## config.mk

```make
export PLATFORM = sky130hd
export DESIGN_NAME = usb_host_frame_timer
export DESIGN_NICKNAME = d
export VERILOG_FILES = /design/src/hdl/frame_timer_pkg.sv /design/src/hdl/frame_countdown.sv /design/src/hdl/usb_host_frame_timer.sv
export SDC_FILE = /design/constraint.sdc
export NUM_CORES = 1
export LEC_CHECK = 0
export BUFFER_PORTS_ARGS = -buffer_cell sky130_fd_sc_hd__buf_2
export CAP_MARGIN = 30
export CORE_MARGIN = 8
export CORE_UTILIZATION = 35
export CTS_CLUSTER_SIZE = 40
export DETAILED_ROUTE_END_ITERATION = 10
export PLACE_DENSITY = 0.58
export SKIP_LAST_GASP = 1
export SLEW_MARGIN = 5
export SYNTH_ARGS = -nofsm -noshare
export SYNTH_HDL_FRONTEND = slang
export SYNTH_SLANG_ARGS = --single-unit
export TNS_END_PERCENT = 50
```

## constraint.sdc

```tcl
create_clock -name clk -period 3.9 [get_ports clk]
set_clock_uncertainty 0.1 [all_clocks]
set_input_delay 0.78 -clock clk [delete_from_list [all_inputs] [get_ports clk]]
set_output_delay 0.78 -clock clk [all_outputs]
set_load 0.01 [all_outputs]
```

## src/hdl/frame_timer_pkg.sv

```systemverilog
package frame_timer_pkg;

    // Register indexes; the byte address is four times the index
    localparam logic [7:0]  IDX_CTRL          = 8'h00;
    localparam logic [7:0]  IDX_INTERVAL      = 8'h0D;
    localparam logic [7:0]  IDX_COUNTDOWN     = 8'h0E;
    localparam logic [7:0]  IDX_FRAME_NUM     = 8'h0F;
    localparam logic [7:0]  IDX_BUDGET        = 8'h10;
    // Command code of a write is the read code with this bit set
    localparam logic [7:0]  CMD_WRITE_FLAG    = 8'h80;

    // Field layout of interval_config_reg and countdown_reg, and width of the frame number register
    localparam int          INTERVAL_W        = 14;
    localparam int          BUDGET_LSB        = 16;
    localparam int          BUDGET_W          = 15;
    localparam int          TOGGLE_BIT        = 31;
    localparam int          FRAME_NUM_W       = 16;

    // Reset values
    localparam logic [13:0] INTERVAL_NOMINAL  = 14'h2EDF;
    localparam logic [14:0] BUDGET_RESET      = 15'h0000;
    localparam logic [15:0] FRAME_NUM_RESET   = 16'h0000;

    // Control register bits
    localparam int          CTRL_SOFT_RST_BIT = 0;
    localparam int          CTRL_OPER_BIT     = 1;

    // Frame counter state as seen by software
    typedef struct packed {
        logic        toggle_copy;
        logic [13:0] countdown;
        logic [15:0] frame_count;
    } frame_state_t;

    // Register index from an APB byte address
    function automatic logic [7:0] reg_index(input logic [11:0] addr);
        reg_index = addr[9:2];
    endfunction : reg_index

    // True when the byte address names a mapped register
    function automatic logic reg_mapped(input logic [11:0] addr);
        logic [7:0] idx;
        idx = addr[9:2];
        if (addr[1:0] != 2'h0 || addr[11:10] != 2'h0)
            reg_mapped = 1'b0;
        else if (idx == IDX_CTRL || idx == IDX_INTERVAL || idx == IDX_COUNTDOWN)
            reg_mapped = 1'b1;
        else if (idx == IDX_FRAME_NUM || idx == IDX_BUDGET)
            reg_mapped = 1'b1;
        else
            reg_mapped = 1'b0;
    endfunction : reg_mapped

endpackage : frame_timer_pkg

```

## src/hdl/frame_countdown.sv

```systemverilog
`timescale 1ns/10ps
// Bit-time countdown, toggle copy and frame count
module frame_countdown (
    input  wire logic                          clk,
    input  wire logic                          rst,
    input  wire logic                          bit_tick,
    input  wire logic                          run,
    input  wire logic                          start,
    input  wire logic [13:0]                   bits_per_frame,
    input  wire logic                          interval_toggle,
    input  wire logic                          wr_en,
    input  wire logic [31:0]                   wr_data,
    output frame_timer_pkg::frame_state_t      state,
    output logic                               sof_pulse
);

    frame_timer_pkg::frame_state_t st_q;
    frame_timer_pkg::frame_state_t st_d;
    logic                          sof_q;
    logic                          sof_d;

    // Entry to operation wins over a software write, which wins over a tick
    always_comb
    begin
        st_d  = st_q;
        sof_d = 1'b0;
        if (start)
        begin
            st_d.countdown   = bits_per_frame;
            st_d.frame_count = st_q.frame_count + 16'h0001;
            sof_d            = 1'b1;
        end
        else if (wr_en)
        begin
            st_d.countdown   = wr_data[frame_timer_pkg::INTERVAL_W-1:0];
            st_d.toggle_copy = wr_data[frame_timer_pkg::TOGGLE_BIT];
        end
        else if (run && bit_tick)
        begin
            if (st_q.countdown == 14'h0000)
            begin
                st_d.countdown   = bits_per_frame;
                st_d.toggle_copy = interval_toggle;
                st_d.frame_count = st_q.frame_count + 16'h0001;
                sof_d            = 1'b1;
            end
            else
                st_d.countdown = st_q.countdown - 14'h0001;
        end
    end

    // State registers; wrap of frame_count is the natural 16-bit overflow
    always_ff @(posedge clk or posedge rst)
    begin
        if (rst)
        begin
            st_q  <= '{toggle_copy: 1'b0, countdown: 14'h0000, frame_count: frame_timer_pkg::FRAME_NUM_RESET};
            sof_q <= 1'b0;
        end
        else
        begin
            st_q  <= st_d;
            sof_q <= sof_d;
        end
    end

    assign state     = st_q;
    assign sof_pulse = sof_q;
endmodule : frame_countdown

```

## src/hdl/usb_host_frame_timer.sv

```systemverilog
`timescale 1ns/10ps
module usb_host_frame_timer (
    input  wire logic        clk,
    input  wire logic        rst,
    input  wire logic        bit_tick,
    input  wire logic        data_bit,
    input  wire logic        psel,
    input  wire logic        penable,
    input  wire logic        pwrite,
    input  wire logic [11:0] paddr,
    input  wire logic [31:0] pwdata,
    output logic      [31:0] prdata,
    output logic             pready,
    output logic             pslverr,
    output logic             sof_pulse,
    output logic      [14:0] budget_left
);

    logic [31:0]                   interval_q;
    logic [31:0]                   interval_d;
    logic                          oper_q;
    logic                          oper_d;
    logic                          oper_prev_q;
    logic [14:0]                   budget_q;
    logic [14:0]                   budget_d;
    logic [31:0]                   prdata_q;
    logic [31:0]                   prdata_d;
    logic                          pready_q;
    logic                          pready_d;
    logic                          pslverr_q;
    logic                          pslverr_d;
    logic                          access_end;
    logic [7:0]                    cmd_code;
    logic                          addr_ok;
    logic                          soft_reset;
    logic                          cnt_wr;
    logic                          start;
    logic                          sof;
    frame_timer_pkg::frame_state_t fstate;

    // Command code: register index, write flag on top
    assign cmd_code   = frame_timer_pkg::reg_index(paddr) | (pwrite ? frame_timer_pkg::CMD_WRITE_FLAG : 8'h00);
    assign access_end = psel && penable && pready_q;
    assign soft_reset = access_end && frame_timer_pkg::reg_mapped(paddr)
                        && cmd_code == (frame_timer_pkg::IDX_CTRL | frame_timer_pkg::CMD_WRITE_FLAG)
                        && pwdata[frame_timer_pkg::CTRL_SOFT_RST_BIT];
    assign cnt_wr     = access_end && frame_timer_pkg::reg_mapped(paddr)
                        && cmd_code == (frame_timer_pkg::IDX_COUNTDOWN | frame_timer_pkg::CMD_WRITE_FLAG);
    // Edge of the operational bit; both flops clear on reset, so no false start
    assign start      = oper_q && !oper_prev_q;
    assign addr_ok    = frame_timer_pkg::reg_mapped(paddr);

    // One wait state per access; read data is latched as pready rises
    always_comb
    begin
        pready_d  = psel && penable && !pready_q;
        prdata_d  = prdata_q;
        pslverr_d = 1'b0;
        if (pready_d)
        begin
            pslverr_d = !frame_timer_pkg::reg_mapped(paddr);
            prdata_d  = 32'h0000_0000;
            // Index bits alone would alias misaligned or high addresses onto registers
            if (!addr_ok)
                prdata_d = 32'h0000_0000;
            else if (cmd_code == frame_timer_pkg::IDX_INTERVAL)
                prdata_d = interval_q;
            else if (cmd_code == frame_timer_pkg::IDX_COUNTDOWN)
                prdata_d = {fstate.toggle_copy, 17'h00000, fstate.countdown};
            else if (cmd_code == frame_timer_pkg::IDX_FRAME_NUM)
                prdata_d = {16'h0000, fstate.frame_count};
            else if (cmd_code == frame_timer_pkg::IDX_BUDGET)
                prdata_d = {17'h00000, budget_q};
            else if (cmd_code == frame_timer_pkg::IDX_CTRL)
                prdata_d = {30'h0000_0000, oper_q, 1'b0};
        end
    end

    // Interval and control; soft reset beats a same-cycle write of the field
    always_comb
    begin
        interval_d = interval_q;
        oper_d     = oper_q;
        if (access_end && frame_timer_pkg::reg_mapped(paddr))
        begin
            if (cmd_code == (frame_timer_pkg::IDX_INTERVAL | frame_timer_pkg::CMD_WRITE_FLAG))
                interval_d = {pwdata[31:16], 2'b00, pwdata[13:0]};
            else if (cmd_code == (frame_timer_pkg::IDX_CTRL | frame_timer_pkg::CMD_WRITE_FLAG))
                oper_d = pwdata[frame_timer_pkg::CTRL_OPER_BIT];
        end
        if (soft_reset)
        begin
            interval_d[frame_timer_pkg::INTERVAL_W-1:0] = frame_timer_pkg::INTERVAL_NOMINAL;
            oper_d = 1'b0;
        end
    end

    // Budget loads at every frame start; then counts moved bits to zero
    always_comb
    begin
        budget_d = budget_q;
        if (sof)
            budget_d = interval_q[frame_timer_pkg::BUDGET_LSB +: frame_timer_pkg::BUDGET_W];
        else if (data_bit && budget_q != 15'h0000)
            budget_d = budget_q - 15'h0001;
    end

    // Register stage for all state of this file
    always_ff @(posedge clk or posedge rst)
    begin
        if (rst)
        begin
            interval_q  <= {1'b0, frame_timer_pkg::BUDGET_RESET, 2'b00, frame_timer_pkg::INTERVAL_NOMINAL};
            oper_q      <= 1'b0;
            oper_prev_q <= 1'b0;
            budget_q    <= frame_timer_pkg::BUDGET_RESET;
            prdata_q    <= 32'h0000_0000;
            pready_q    <= 1'b0;
            pslverr_q   <= 1'b0;
        end
        else
        begin
            interval_q  <= interval_d;
            oper_q      <= oper_d;
            oper_prev_q <= oper_q;
            budget_q    <= budget_d;
            prdata_q    <= prdata_d;
            pready_q    <= pready_d;
            pslverr_q   <= pslverr_d;
        end
    end

    // Countdown engine runs only in the operational state
    frame_countdown u_countdown (
        .clk             (clk),
        .rst             (rst),
        .bit_tick        (bit_tick),
        .run             (oper_q),
        .start           (start),
        .bits_per_frame  (interval_q[frame_timer_pkg::INTERVAL_W-1:0]),
        .interval_toggle (interval_q[frame_timer_pkg::TOGGLE_BIT]),
        .wr_en           (cnt_wr),
        .wr_data         (pwdata),
        .state           (fstate),
        .sof_pulse       (sof)
    );

    // Every output is a flop; sof_pulse is the engine's registered pulse
    assign prdata      = prdata_q;
    assign pready      = pready_q;
    assign pslverr     = pslverr_q;
    assign sof_pulse   = sof;
    assign budget_left = budget_q;
endmodule : usb_host_frame_timer

```

# ---- After elaboration in Yosys (flattened, before gate mapping)
# Index checks and enable logic that the tools add are counted.
dict set report op_classes {
  n_addsub 3
  multipliers 0
  div 0
  n_lt_le_gt_ge 0
  eq_ne 13
  shifts 0
  n_mux 32
  n_bitwise 2
  reduce_logical 37
}
# cell n
set op_table {}
lappend op_table {{two-way mux 32 bit} 3}
lappend op_table {{two-way mux 15 bit} 4}
lappend op_table {{two-way mux 14 bit} 4}
lappend op_table {{equality test 8 x 4 -> 1 bit (second input constant)} 6}
lappend op_table {{two-way mux 16 bit} 3}
lappend op_table {{two-way mux 31 bit} 1}
lappend op_table {{two-way mux 30 bit} 1}
lappend op_table {{equality test 8 bit (second input constant)} 3}
lappend op_table {{nonzero test 2 bit} 10}
lappend op_table {{adder 16 x 1 -> 16 bit (second input constant)} 1}
lappend op_table {{equality test 8 x 5 -> 1 bit (second input constant)} 2}
lappend op_table {{logical NOT 8 bit} 2}
lappend op_table {{nonzero test 15 bit} 1}
lappend op_table {{subtractor 15 x 1 -> 15 bit (second input constant)} 1}
lappend op_table {{logical NOT 14 bit} 1}
lappend op_table {{two-way mux 1 bit} 14}
lappend op_table {{subtractor 14 x 1 -> 14 bit (second input constant)} 1}
lappend op_table {{logical AND 1 bit} 10}
lappend op_table {{AND reduction 3 bit} 3}
lappend op_table {{two-way mux 8 bit} 1}
lappend op_table {{bitwise OR 8 bit} 1}
lappend op_table {{logical OR 1 bit} 4}
lappend op_table {{AND reduction 2 bit} 2}
lappend op_table {{logical NOT 1 bit} 3}
lappend op_table {{5 further kinds} 5}
dict set report word_totals {
  ff_bits 113
  latch_bits 0
  ramBits 0
  romBits 0
  memories 0
}

# ---- Longest topological paths before layout
# Gate-level depths: netlist of run 1.
dict set report logic_depth {
  ltp_word 10
  depth_mapped 8
  depth_no_buf 7
}

# ---- Cells and area by module
# A second synthesis of run 1 with hierarchy kept.
dict set report unflattened {
  hier_cells 575
  area_unflattened_um2 5987.0
}
# mod n_inst cells_per_inst area_per_inst_um2
set modules_own_cells {}
lappend modules_own_cells {usb_host_frame_timer 1 379 4111.4}
lappend modules_own_cells {frame_countdown 1 196 1875.5}

# ---- Worst setup path after synthesis of run 1
# OpenSTA, ideal clock, no wires.
dict set report synth_timing {
  path_kind {input to register}
  startpoint {input port paddr[7]}
  endpoint {register u_countdown.st_q, in the netlist u_countdown.state[27]}
  setup_time_ps 124
  arrival_time_ps 2692
  slack_ps 984
  path_stages 7
  path_buffers 2
  path_cell_list {or2_1 -> clkbuf_2 -> or4_4 -> buf_6 -> or4_4 -> a32o_1 -> a211o_1}
}
dict set report synth_via {
  elab_chain_len 9
  elab_cells_between_ends 18
}
# item line
set synth_rtl {}
lappend synth_rtl {{start, declared} usb_host_frame_timer.sv:10} ;# input wire logic [11:0] paddr,
lappend synth_rtl {{equality test 8 x 4 -> 1 bit (tied with other cells)} frame_timer_pkg.sv:48} ;# else if (idx == IDX_FRAME_NUM || idx == IDX_BUDGET)
lappend synth_rtl {{logical OR 1 bit, on equally long branches} {frame_timer_pkg.sv:48, frame_timer_pkg.sv:46}}
lappend synth_rtl {{two-way mux 1 bit / logical OR 1 bit (equally long branches)} {frame_timer_pkg.sv:48, frame_timer_pkg.sv:46}}
lappend synth_rtl {{two-way mux 1 bit} frame_timer_pkg.sv:46} ;# else if (idx == IDX_CTRL || idx == IDX_INTERVAL || idx == IDX_COUNTDOWN)
lappend synth_rtl {{two-way mux 1 bit} frame_timer_pkg.sv:44} ;# if (addr[1:0] != 2'h0 || addr[11:10] != 2'h0)
lappend synth_rtl {{logical AND 1 bit} usb_host_frame_timer.sv:47} ;# assign cnt_wr = access_end && frame_timer_pkg::reg_mapped(paddr)
lappend synth_rtl {{logical AND 1 bit *} usb_host_frame_timer.sv:48} ;# && cmd_code == (frame_timer_pkg::IDX_COUNTDOWN | frame_timer_pkg::CMD_WRITE_FLAG);
lappend synth_rtl {{two-way mux 15 bit} frame_countdown.sv:33} ;# else if (wr_en)
lappend synth_rtl {{two-way mux 30 bit} frame_countdown.sv:27} ;# if (start)
lappend synth_rtl {{end signal, assigned} frame_countdown.sv:57} ;# st_q <= '{toggle_copy: 1'b0, countdown: 14'h0000, frame_count: frame_timer_pkg::FRAME_NUM_RESET};
lappend synth_rtl {{end signal, assigned} frame_countdown.sv:62} ;# st_q <= st_d;
lappend synth_rtl {{end, declared} frame_countdown.sv:17} ;# frame_timer_pkg::frame_state_t st_q;
# Every way passes the cells marked *; elsewhere a longest branch is shown, timed or not.
# A chain may end at the register's enable or synchronous reset.

# ---- Worst setup path after layout of run 1
dict set report layout_timing {
  startpoint {input port paddr[2]}
  endpoint {register u_countdown.st_q, in the netlist u_countdown.state[23]}
}
# Same word-level chain as after synthesis.

==> results by group, run 1 <==
Power
  – Max VDD drop: 0.331 mV
  – Leak: 3.32 nW
  – Pwr dens: 396 mW/mm2
  – Final total power: 2.93 mW

Cells and area
  – Final Util: 43.3%
  – Layout cells sized above 1: 28.2%
  – Fin area: 0.00739 mm2
  – Area grow syn2layout: 22.5%
  – FILL cells: 1638
  – Ant diodes: 0
  – Final Instance Count excl. Fillers: 931
  – Nets@finish: 748

Clock tree
  – CTS Hold Buffers Added: 0
  – CTS Buffer Depth: 2
  – Skew-Pair Late Insertion Delay: 0.43 ns
  – CTS tree: done
  – CTS resizes: 0
  – CTS buffer count: 17
  – Clock slew at reported path FFs: 0.06 ns
  – CTS Sinks: 113
  – Setup Fix Bufs, Post-CTS: 0
  – H-tree lvl count: 4
  – CTS root buf: clkbuf_16

STA
  – RSZ-0062 raised after global routing: false
  – Pins over their slew limit: 0
  – Setup violators final: 0
  – Setup ws final: 0.967 ns
  – Worst slew margin: 44.3%
  – Worst slew pin tran: 0.834 ns
  – Setup_tns: 0 ns
  – Crit share post-route: 75.2%
  – Fin. Hold Viols: 0
  – Min cycle time layout: 2.93 ns
  – Hold Slack: 0.275 ns
  – Fmax: 0.341 GHz

Synthesis
  – Fraction of registers with async set or reset after synthesis: 100%
  – Synth unique cells: 75
  – Seq/Total Area, Yosys: 47.1%
  – Post-Synth Simple-Gate Area: 18.1%
  – Area share of fa/ha/maj cells after synthesis: 0.829%
  – Synthesized instance count: 600
  – Mapped Area: 0.00603 mm2
  – Synthesis warning total: 0
  – Syn Nets: 655
  – Primary FF master, synth: dfrtp_1
  – XOR/XNOR share of the synthesized area: 4.21%
  – Largest family of logic cells by synthesized area: compound AO/OA/AOI/OAI gates
  – Synth Area in Compound Gates: 20.4%
  – Syn avg cell area: 10.1 um2
  – Post-synth EDFFs: 0
  – Post-synthesis mux area share: 5.81%
  – FF+latch count, synth: 113

Detailed routing
  – DRT Pass-1 Iters: 5
  – Detailed-route wire length: 18700 um
  – DR iter-0 viols: 358
  – Via count: 5333
  – Drt drc: 0
  – Routed Antenna Nets: 0
  – Post-DR vias/cell: 5.73
  – Routed wire per std cell: 20.1 um

Critical path
  – Startpoint types: input port
  – Crit path arrival time: 3.13 ns
  – Setup crit end kind: flop
  – CP Class: in2reg
  – CP max FO: 15
  – Req. time, crit path: 4.10 ns

Worst hold path
  – Hold Crit Class: in2async

Floorplan
  – Initial cell density of the core: 35.4%
  – Full die area: 0.0217 mm2
  – Placeable Area: 0.0171 mm2
  – # rows: 48
  – Top-level I/O count: 101
  – Die height: 147 um
  – Die Span X: 147 um

Global route
  – Largest net degree at the start of global routing: 77
  – GRT Residual Overflow: 0
  – Total track usage: 17.6%
  – Vias in the first global route: 5450
  – First-pass GRT wire length: 30000 um
  – Initial antenna violation count: 0

Placement
  – Port bufs: 98
  – Post-DP HPWL: 13500 um
  – Placed insts: 898
  – Cell Area, Placed: 0.00674 mm2
  – Post-Place Setup Slack: 0.547 ns
  – GP Congestion: 0.893

Run status
  – Status: complete, no violations

Run
  – Max-cap violations: 0
[power breakdown]
group / leakage (nW) / total (mW) / internal, mW / switching (mW)
Clock: 0.302 / 1.65 / 1.05 / 0.599
Combinational: 1.54 / 0.106 / 0.0334 / 0.0722
Sequential: 1.48 / 1.18 / 1.17 / 0.000540
[logic make-up after synthesis]
| kind of cell | Yosys count |
|---|---|
| buf+inv | 52 |
| compound gates | 168 |
| xor+xnor | 29 |
| mux | 32 |
| simple gates | 202 |
| fa+ha+maj | 4 |
| flops | 113 |
[flip-flops by register name, indices dropped and copies added (netlist names)]
register,cells
u_countdown.sof_pulse,1
oper_q,1
u_countdown.state,31
oper_prev_q,1
pslverr,1
interval_q,30
budget_left,15
prdata,32
pready,1
[path summary, 6_finish.rpt]
kind / start / endpoint / slack (ns) / cells past startpoint
max: paddr[2] / u_countdown.state[23] / 0.97 / 6
min: rst / interval_q[12] / 0.27 / 2
max reg2reg: u_countdown.state[23] / u_countdown.state[15] / 1.04 / 5
min reg2reg: u_countdown.state[15] / u_countdown.state[15] / 0.38 / 1
max in group asynchronous: rst / interval_q[11] / 2.74 / 3
min in group clk: u_countdown.state[15] / u_countdown.state[15] / 0.38 / 1
[cells in the final DEF (no fill, tap or decap), types with 8 or more instances in the layout]
| cell type | n |
|---|---|
| dfrtp_1 | 102 |
| buf_2 | 98 |
| nand2_1 | 53 |
| nor2_1 | 30 |
| o21ai_0 | 27 |
| nand3_1 | 25 |
| a21oi_1 | 24 |
| mux2_2 | 24 |
| o31ai_1 | 19 |
| nor3_1 | 18 |
| a22o_1 | 17 |
| clkbuf_16 | 17 |
| xnor2_1 | 16 |
| inv_1 | 14 |
| xor2_1 | 13 |
| buf_4 | 12 |
| nand4_1 | 11 |
| dfstp_2 | 11 |
| nor4_1 | 10 |
| o22a_1 | 10 |
| nor2b_1 | 8 |
| mux2i_1 | 8 |
| o211ai_1 | 8 |
[layout make-up]
class / count / area, um2 / share of cell area, %
clock buffers: 19 / 453 / 6.13
clock inverters: 13 / 175 / 2.37
inverters: 15 / 58.8 / 0.796
multi-input cells: 435 / 2980 / 40.3
flip-flops and latches: 113 / 2840 / 38.4
well taps: 225 / 282 / 3.81
repair buffers: 111 / 601 / 8.12
[Yosys cell counts, types with 3 or more instances]
library cell / count / area share, %
dfrtp_1: 102 / 42
nand2_1: 53 / 3.3
nor2_1: 30 / 1.9
o21ai_0: 27 / 2.2
nand3_1: 25 / 2.1
a21oi_1: 24 / 2.0
clkbuf_1: 24 / 1.5
mux2_2: 24 / 4.5
o31ai_1: 19 / 2.4
nor3_1: 18 / 1.5
a22o_1: 17 / 2.5
xnor2_1: 16 / 2.3
inv_1: 15 / 0.93
xor2_1: 13 / 1.9
dfstp_2: 11 / 4.8
nand4_1: 11 / 1.1
nor4_1: 11 / 1.1
o22a_1: 10 / 1.5
mux2i_1: 8 / 1.3
nor2b_1: 8 / 0.83
o211ai_1: 8 / 1.0
a211oi_1: 7 / 0.87
a31oi_1: 7 / 0.73
o22ai_1: 7 / 0.73
and2_1: 6 / 0.62
o21ai_2: 6 / 0.87
buf_2: 5 / 0.41
nand2b_1: 5 / 0.52
o2bb2ai_1: 5 / 0.73
or3_1: 5 / 0.52
a32oi_1: 4 / 0.58
buf_1: 4 / 0.25
ha_1: 4 / 0.83
nand4b_1: 4 / 0.58
a22oi_1: 3 / 0.37
and4_1: 3 / 0.44
nor4b_1: 3 / 0.44
o2111ai_1: 3 / 0.44
or4_1: 3 / 0.37
[critical path, cell delays in order]
cell	delay, ns
buf_2	0.21
or4_1	0.64
o31a_1	0.26
o41ai_4	0.57
nand2_2	0.24
a221o_1	0.43
[routing by layer]
| layer | wire [um] | GRT usage, % | vias up |
|---|---|---|---|
| met3 | 1480 | 5.54 | 34 |
| li1 | - | - | 2436 |
| met1 | 8060 | 22.0 | 2655 |
| met2 | 8800 | 27.6 | 208 |
| met5 | 0 | 0 | - |
| met4 | 414 | 6.94 | 0 |
No activity file was read; power rests on OpenSTA's default activity.
==> inputs of run 2 (changes only) <==
Settings changed: PLACE_DENSITY 0.58 to 0.56.
Clock period 3.9 ns to 2.9 ns, I/O delays scaled along.
==> results by group, run 2 (same netlist as run 1, synthesis figures left out) <==
Run status
  – Status: complete, no violations

Floorplan
  – Top-level I/O count: 101
  – Die height: 147 um
  – Initial cell density of the core: 35.4%
  – # rows: 48
  – Full die area: 0.0217 mm2
  – Die Span X: 147 um
  – Placeable Area: 0.0171 mm2

Global route
  – Initial antenna violation count: 0
  – GRT Residual Overflow: 0
  – First-pass GRT wire length: 30400 um
  – Total track usage: 17.8%
  – Largest net degree at the start of global routing: 53
  – Vias in the first global route: 5432

Cells and area
  – Area of the multi-input gates: 0.00298 mm2
  – Max reg flops: 32
  – Nets@finish: 767
  – Area grow syn2layout: 25.1%
  – Ant diodes: 0
  – FILL cells: 1679
  – Reg area: 0.00284 mm2
  – Final Util: 44.3%
  – Layout cells sized above 1: 29.8%
  – Commonest non-fill, non-tap cell in the layout: dfrtp_1
  – Most frequent cells in the layout: dfrtp_1 (102), buf_2 (98), nand2_1 (53)

Clock tree
  – Setup Fix Bufs, Post-CTS: 0
  – CTS tree: done
  – CTS Buffer Depth: 2
  – CTS buffer count: 17
  – CTS Hold Buffers Added: 0
  – CTS resizes: 0
  – CTS Sinks: 113
  – Skew-Pair Late Insertion Delay: 0.41 ns
  – Clock slew at reported path FFs: 0.06 ns
  – CTS root buf: clkbuf_16
  – H-tree lvl count: 4

Critical path
  – Max incr delay on CP: 0.60 ns
  – Setup crit end kind: flop
  – CP max FO: 13
  – CP cell instances: nor4_1 -> and4b_1 -> o31ai_1 -> a211oi_1 -> o2bb2ai_1
  – Req. time, crit path: 3.09 ns
  – CP Class: reg2reg
  – CP max stage cell: and4b_1
  – Crit path arrival time: 2.65 ns
  – Startpoint types: flop

Worst hold path
  – Hold Crit Class: in2async

Power
  – Max VDD drop: 0.431 mV
  – Leak: 3.38 nW
  – Pwr dens: 501 mW/mm2
  – Final total power: 3.78 mW

STA
  – Hold Slack: 0.139 ns
  – Worst slew margin: 51.9%
  – Setup_tns: 0 ns
  – Crit share post-route: 84.8%
  – Worst slew pin tran: 0.717 ns
  – Fin. Hold Viols: 0
  – Min cycle time layout: 2.46 ns
  – Pins over their slew limit: 0
  – Setup violators final: 0
  – Setup ws final: 0.440 ns
  – Fmax: 0.407 GHz
  – RSZ-0062 raised after global routing: false

Detailed routing
  – M1 WL: 8270 um
  – Routed wire per std cell: 20.1 um
  – DRT Pass-1 Iters: 5
  – Post-DR vias/cell: 5.61
  – Drt drc: 0
  – Routed Antenna Nets: 0
  – Via count: 5326
  – Met2 Wirelength: 9290 um
  – Metal3 WL: 1290 um
  – DR iter-0 viols: 399
  – Top Metal Used: met4
  – Detailed-route wire length: 19100 um

Placement
  – Post-Place Setup Slack: 0.103 ns
  – Port bufs: 98
  – GP Congestion: 0.885
  – Post-DP HPWL: 13800 um

Run
  – Max-cap violations: 0
[run 2: changes by cell type in the layout (fill, tap and decap cells not counted), moves of 4 or more]
cell	before	now
buf_4	12	26
buf_12	1	6
clkinvlp_4	2	7
inv_6	5	1
[run 2: stage by stage]
step | instances | cell area [um2]
2_1_floorplan | 600 | 6040
3_3_place_gp | 918 | 6970
3_5_place_dp | 918 | 6970
4_1_cts | 949 | 7550
5_1_grt | 949 | 7550
6_report | 949 | 7550
[run 2: report_power, final]
part	leakage [nW]	switching, mW	internal (mW)
combinational	1.64	0.0989	0.0517
sequential	1.48	0.000760	1.58
clock	0.264	0.770	1.28
[run 2: critical path, delay by kind of cell, from the launching register on]
kind / cells / cell delay, ns
AND/OR/NAND/NOR: 2 / 1.15
AO/OA/AOI/OAI: 3 / 0.59
flip-flops: 1 / 0.50
[run 2: area by class of cell]
cell class	instances	share of cell area, %
multi-input combinational	435	39.5
sequential	113	37.6
timing repair buffer	130	10.7
clock buffer	19	5.87
tap	225	3.73
clock inverter	12	1.81
inverter	15	0.795
[run 2: worst paths after layout]
path | from | endpoint | slack [ns] | cells after the start
hold / removal | rst | u_countdown.state[28] | 0.14 | 2
hold reg to reg | u_countdown.state[15] | u_countdown.state[15] | 0.38 | 1
setup reg to reg | u_countdown.state[21] | u_countdown.state[20] | 0.44 | 5
min in group clk | pwdata[24] | interval_q[24] | 0.30 | 2
max in group asynchronous | rst | interval_q[0] | 1.87 | 3
setup / recovery | u_countdown.state[21] | u_countdown.state[20] | 0.44 | 5
[run 2: routing by layer]
layer,global-route usage (%),up-vias
met4,4.69,0
met1,22.8,2637
li1,-,2479
met3,5.11,15
met5,0,-
met2,29.0,195
==> inputs of run 3 (changes only) <==
Clock period 2.9 ns to 2.3 ns, I/O delays scaled along.
==> results by group, run 3 (same netlist as run 1, synthesis figures left out) <==
STA
  – Pins over their slew limit: 0
  – RSZ-0062 raised after global routing: true
  – Setup ws final: 0.0778 ns
  – Fmax: 0.450 GHz
  – Worst slew margin: 51.2%
  – Setup violators final: 0
  – Worst slew pin tran: 0.731 ns
  – Setup_tns: 0 ns
  – Fin. Hold Viols: 0
  – Min cycle time layout: 2.22 ns
  – Crit share post-route: 96.6%

Clock tree
  – CTS tree: done
  – CTS root buf: clkbuf_16
  – CTS Buffer Depth: 2
  – Skew-Pair Late Insertion Delay: 0.41 ns
  – CTS buffer count: 17
  – CTS Sinks: 113
  – H-tree lvl count: 4
  – CTS Hold Buffers Added: 0
  – Clock slew at reported path FFs: 0.06 ns

Global route
  – First-pass GRT wire length: 31600 um
  – Largest net degree at the start of global routing: 34
  – Total track usage: 18.4%
  – GRT Residual Overflow: 0
  – Initial antenna violation count: 0
  – Vias in the first global route: 5941

Cells and area
  – Area of the multi-input gates: 0.00302 mm2
  – Max reg flops: 32
  – Final Util: 48.0%
  – Commonest non-fill, non-tap cell in the layout: dfrtp_1
  – Nets@finish: 839
  – Area grow syn2layout: 35.8%
  – FILL cells: 1657
  – Reg area: 0.00284 mm2
  – Most frequent cells in the layout: dfrtp_1 (102), buf_2 (98), buf_4 (94)
  – Layout cells sized above 1: 37.1%
  – Final Instance Count excl. Fillers: 1022
  – Ant diodes: 0

Floorplan
  – Initial cell density of the core: 35.4%
  – Placeable Area: 0.0171 mm2
  – Die height: 147 um
  – Top-level I/O count: 101
  – # rows: 48
  – Die Span X: 147 um
  – Full die area: 0.0217 mm2

Detailed routing
  – Drt drc: 0
  – Detailed-route wire length: 19600 um
  – Routed wire per std cell: 19.2 um
  – DR iter-0 viols: 384
  – Post-DR vias/cell: 5.51
  – Routed Antenna Nets: 0
  – DRT Pass-1 Iters: 5
  – Via count: 5627

Critical path
  – Req. time, crit path: 2.49 ns
  – CP Class: in2reg
  – Setup crit end kind: flop
  – Crit path arrival time: 2.41 ns
  – CP max FO: 6
  – Startpoint types: input port

Placement
  – GP Congestion: 0.906
  – Post-DP HPWL: 14900 um
  – Port bufs: 98
  – Placed insts: 986
  – Post-Place Setup Slack: -0.344 ns

Run
  – Max-cap violations: 0

Power
  – Pwr dens: 594 mW/mm2
  – Leak: 3.79 nW
  – Max VDD drop: 0.606 mV

Worst hold path
  – Hold Crit Class: in2async

Run status
  – Status: complete, no violations
-- run 3: cell types whose count changed in the layout (fill, tap and decap cells not counted), sizes merged --
cell / before / now
clkinvlp: 7 / 3
buf: 130 / 202
inv: 15 / 17
clkinv: 3 / 6
-- run 3: metrics by stage --
stage	area, um2	power, mW	hold WS, ns
finish	8190	4.87	0.0689
CTS	8130	4.92	0.0835
global placement	7520	2.24	0.364
detailed placement	7520	2.25	0.369
global route	8190	5.02	0.115
floorplan	6040	2.12	0.346
-- run 3: critical path, cell delays in order --
cell	delay, ns
buf_2	0.10
or4_1	0.54
o31a_1	0.23
or4_4	0.59
a32o_1	0.26
a211o_1	0.22
-- run 3: final cells by class --
class                   count  share of cell area (%)
repair buffers            202                    16.9
well taps                 225                    3.44
clock buffers              19                    5.53
inverters                  15                   0.733
flip-flops and latches    113                    34.7
clock inverters            13                    1.83
multi-input cells         435                    36.9
-- run 3: worst paths after layout --
kind / startpoint / slack, ns / depth (start not counted) / endpoint
max in group asynchronous: rst / 1.42 / 3 / interval_q[10]
worst min-delay path: rst / 0.07 / 2 / oper_q
worst min register to register: prdata[9] / 0.38 / 2 / prdata[9]
worst max-delay path: paddr[3] / 0.08 / 6 / u_countdown.state[27]
min in group clk: pwdata[24] / 0.17 / 2 / interval_q[24]
worst max register to register: u_countdown.state[16] / 0.09 / 8 / u_countdown.state[12]
-- run 3: repair_timing --
| action | 4_1_cts | 5_1_grt |
|---|---|---|
| setup endpoints to repair | 9 | 48 |
| buffers inserted | 0 | 4 |
| hold endpoints to repair | 0 | 0 |
| gates resized for setup | 4 | 7 |
| pin swaps | 0 | 3 |
-- run 3: per-layer routing --
metal	GRT usage, %	up-vias	wire, um	share of wire, %
met5	0	-	0	0
met4	7.60	0	536	2.7
met3	4.71	35	1170	6.0
met2	30.3	179	9530	49
met1	22.5	2795	8390	43
li1	-	2618	-	-
-- run 3: where the power goes --
group	internal [mW]	switching (mW)	total, mW	leakage (nW)
clock	1.67	0.992	2.66	0.291
sequential	1.99	0.00105	1.99	1.48
combinational	0.0836	0.133	0.216	2.02
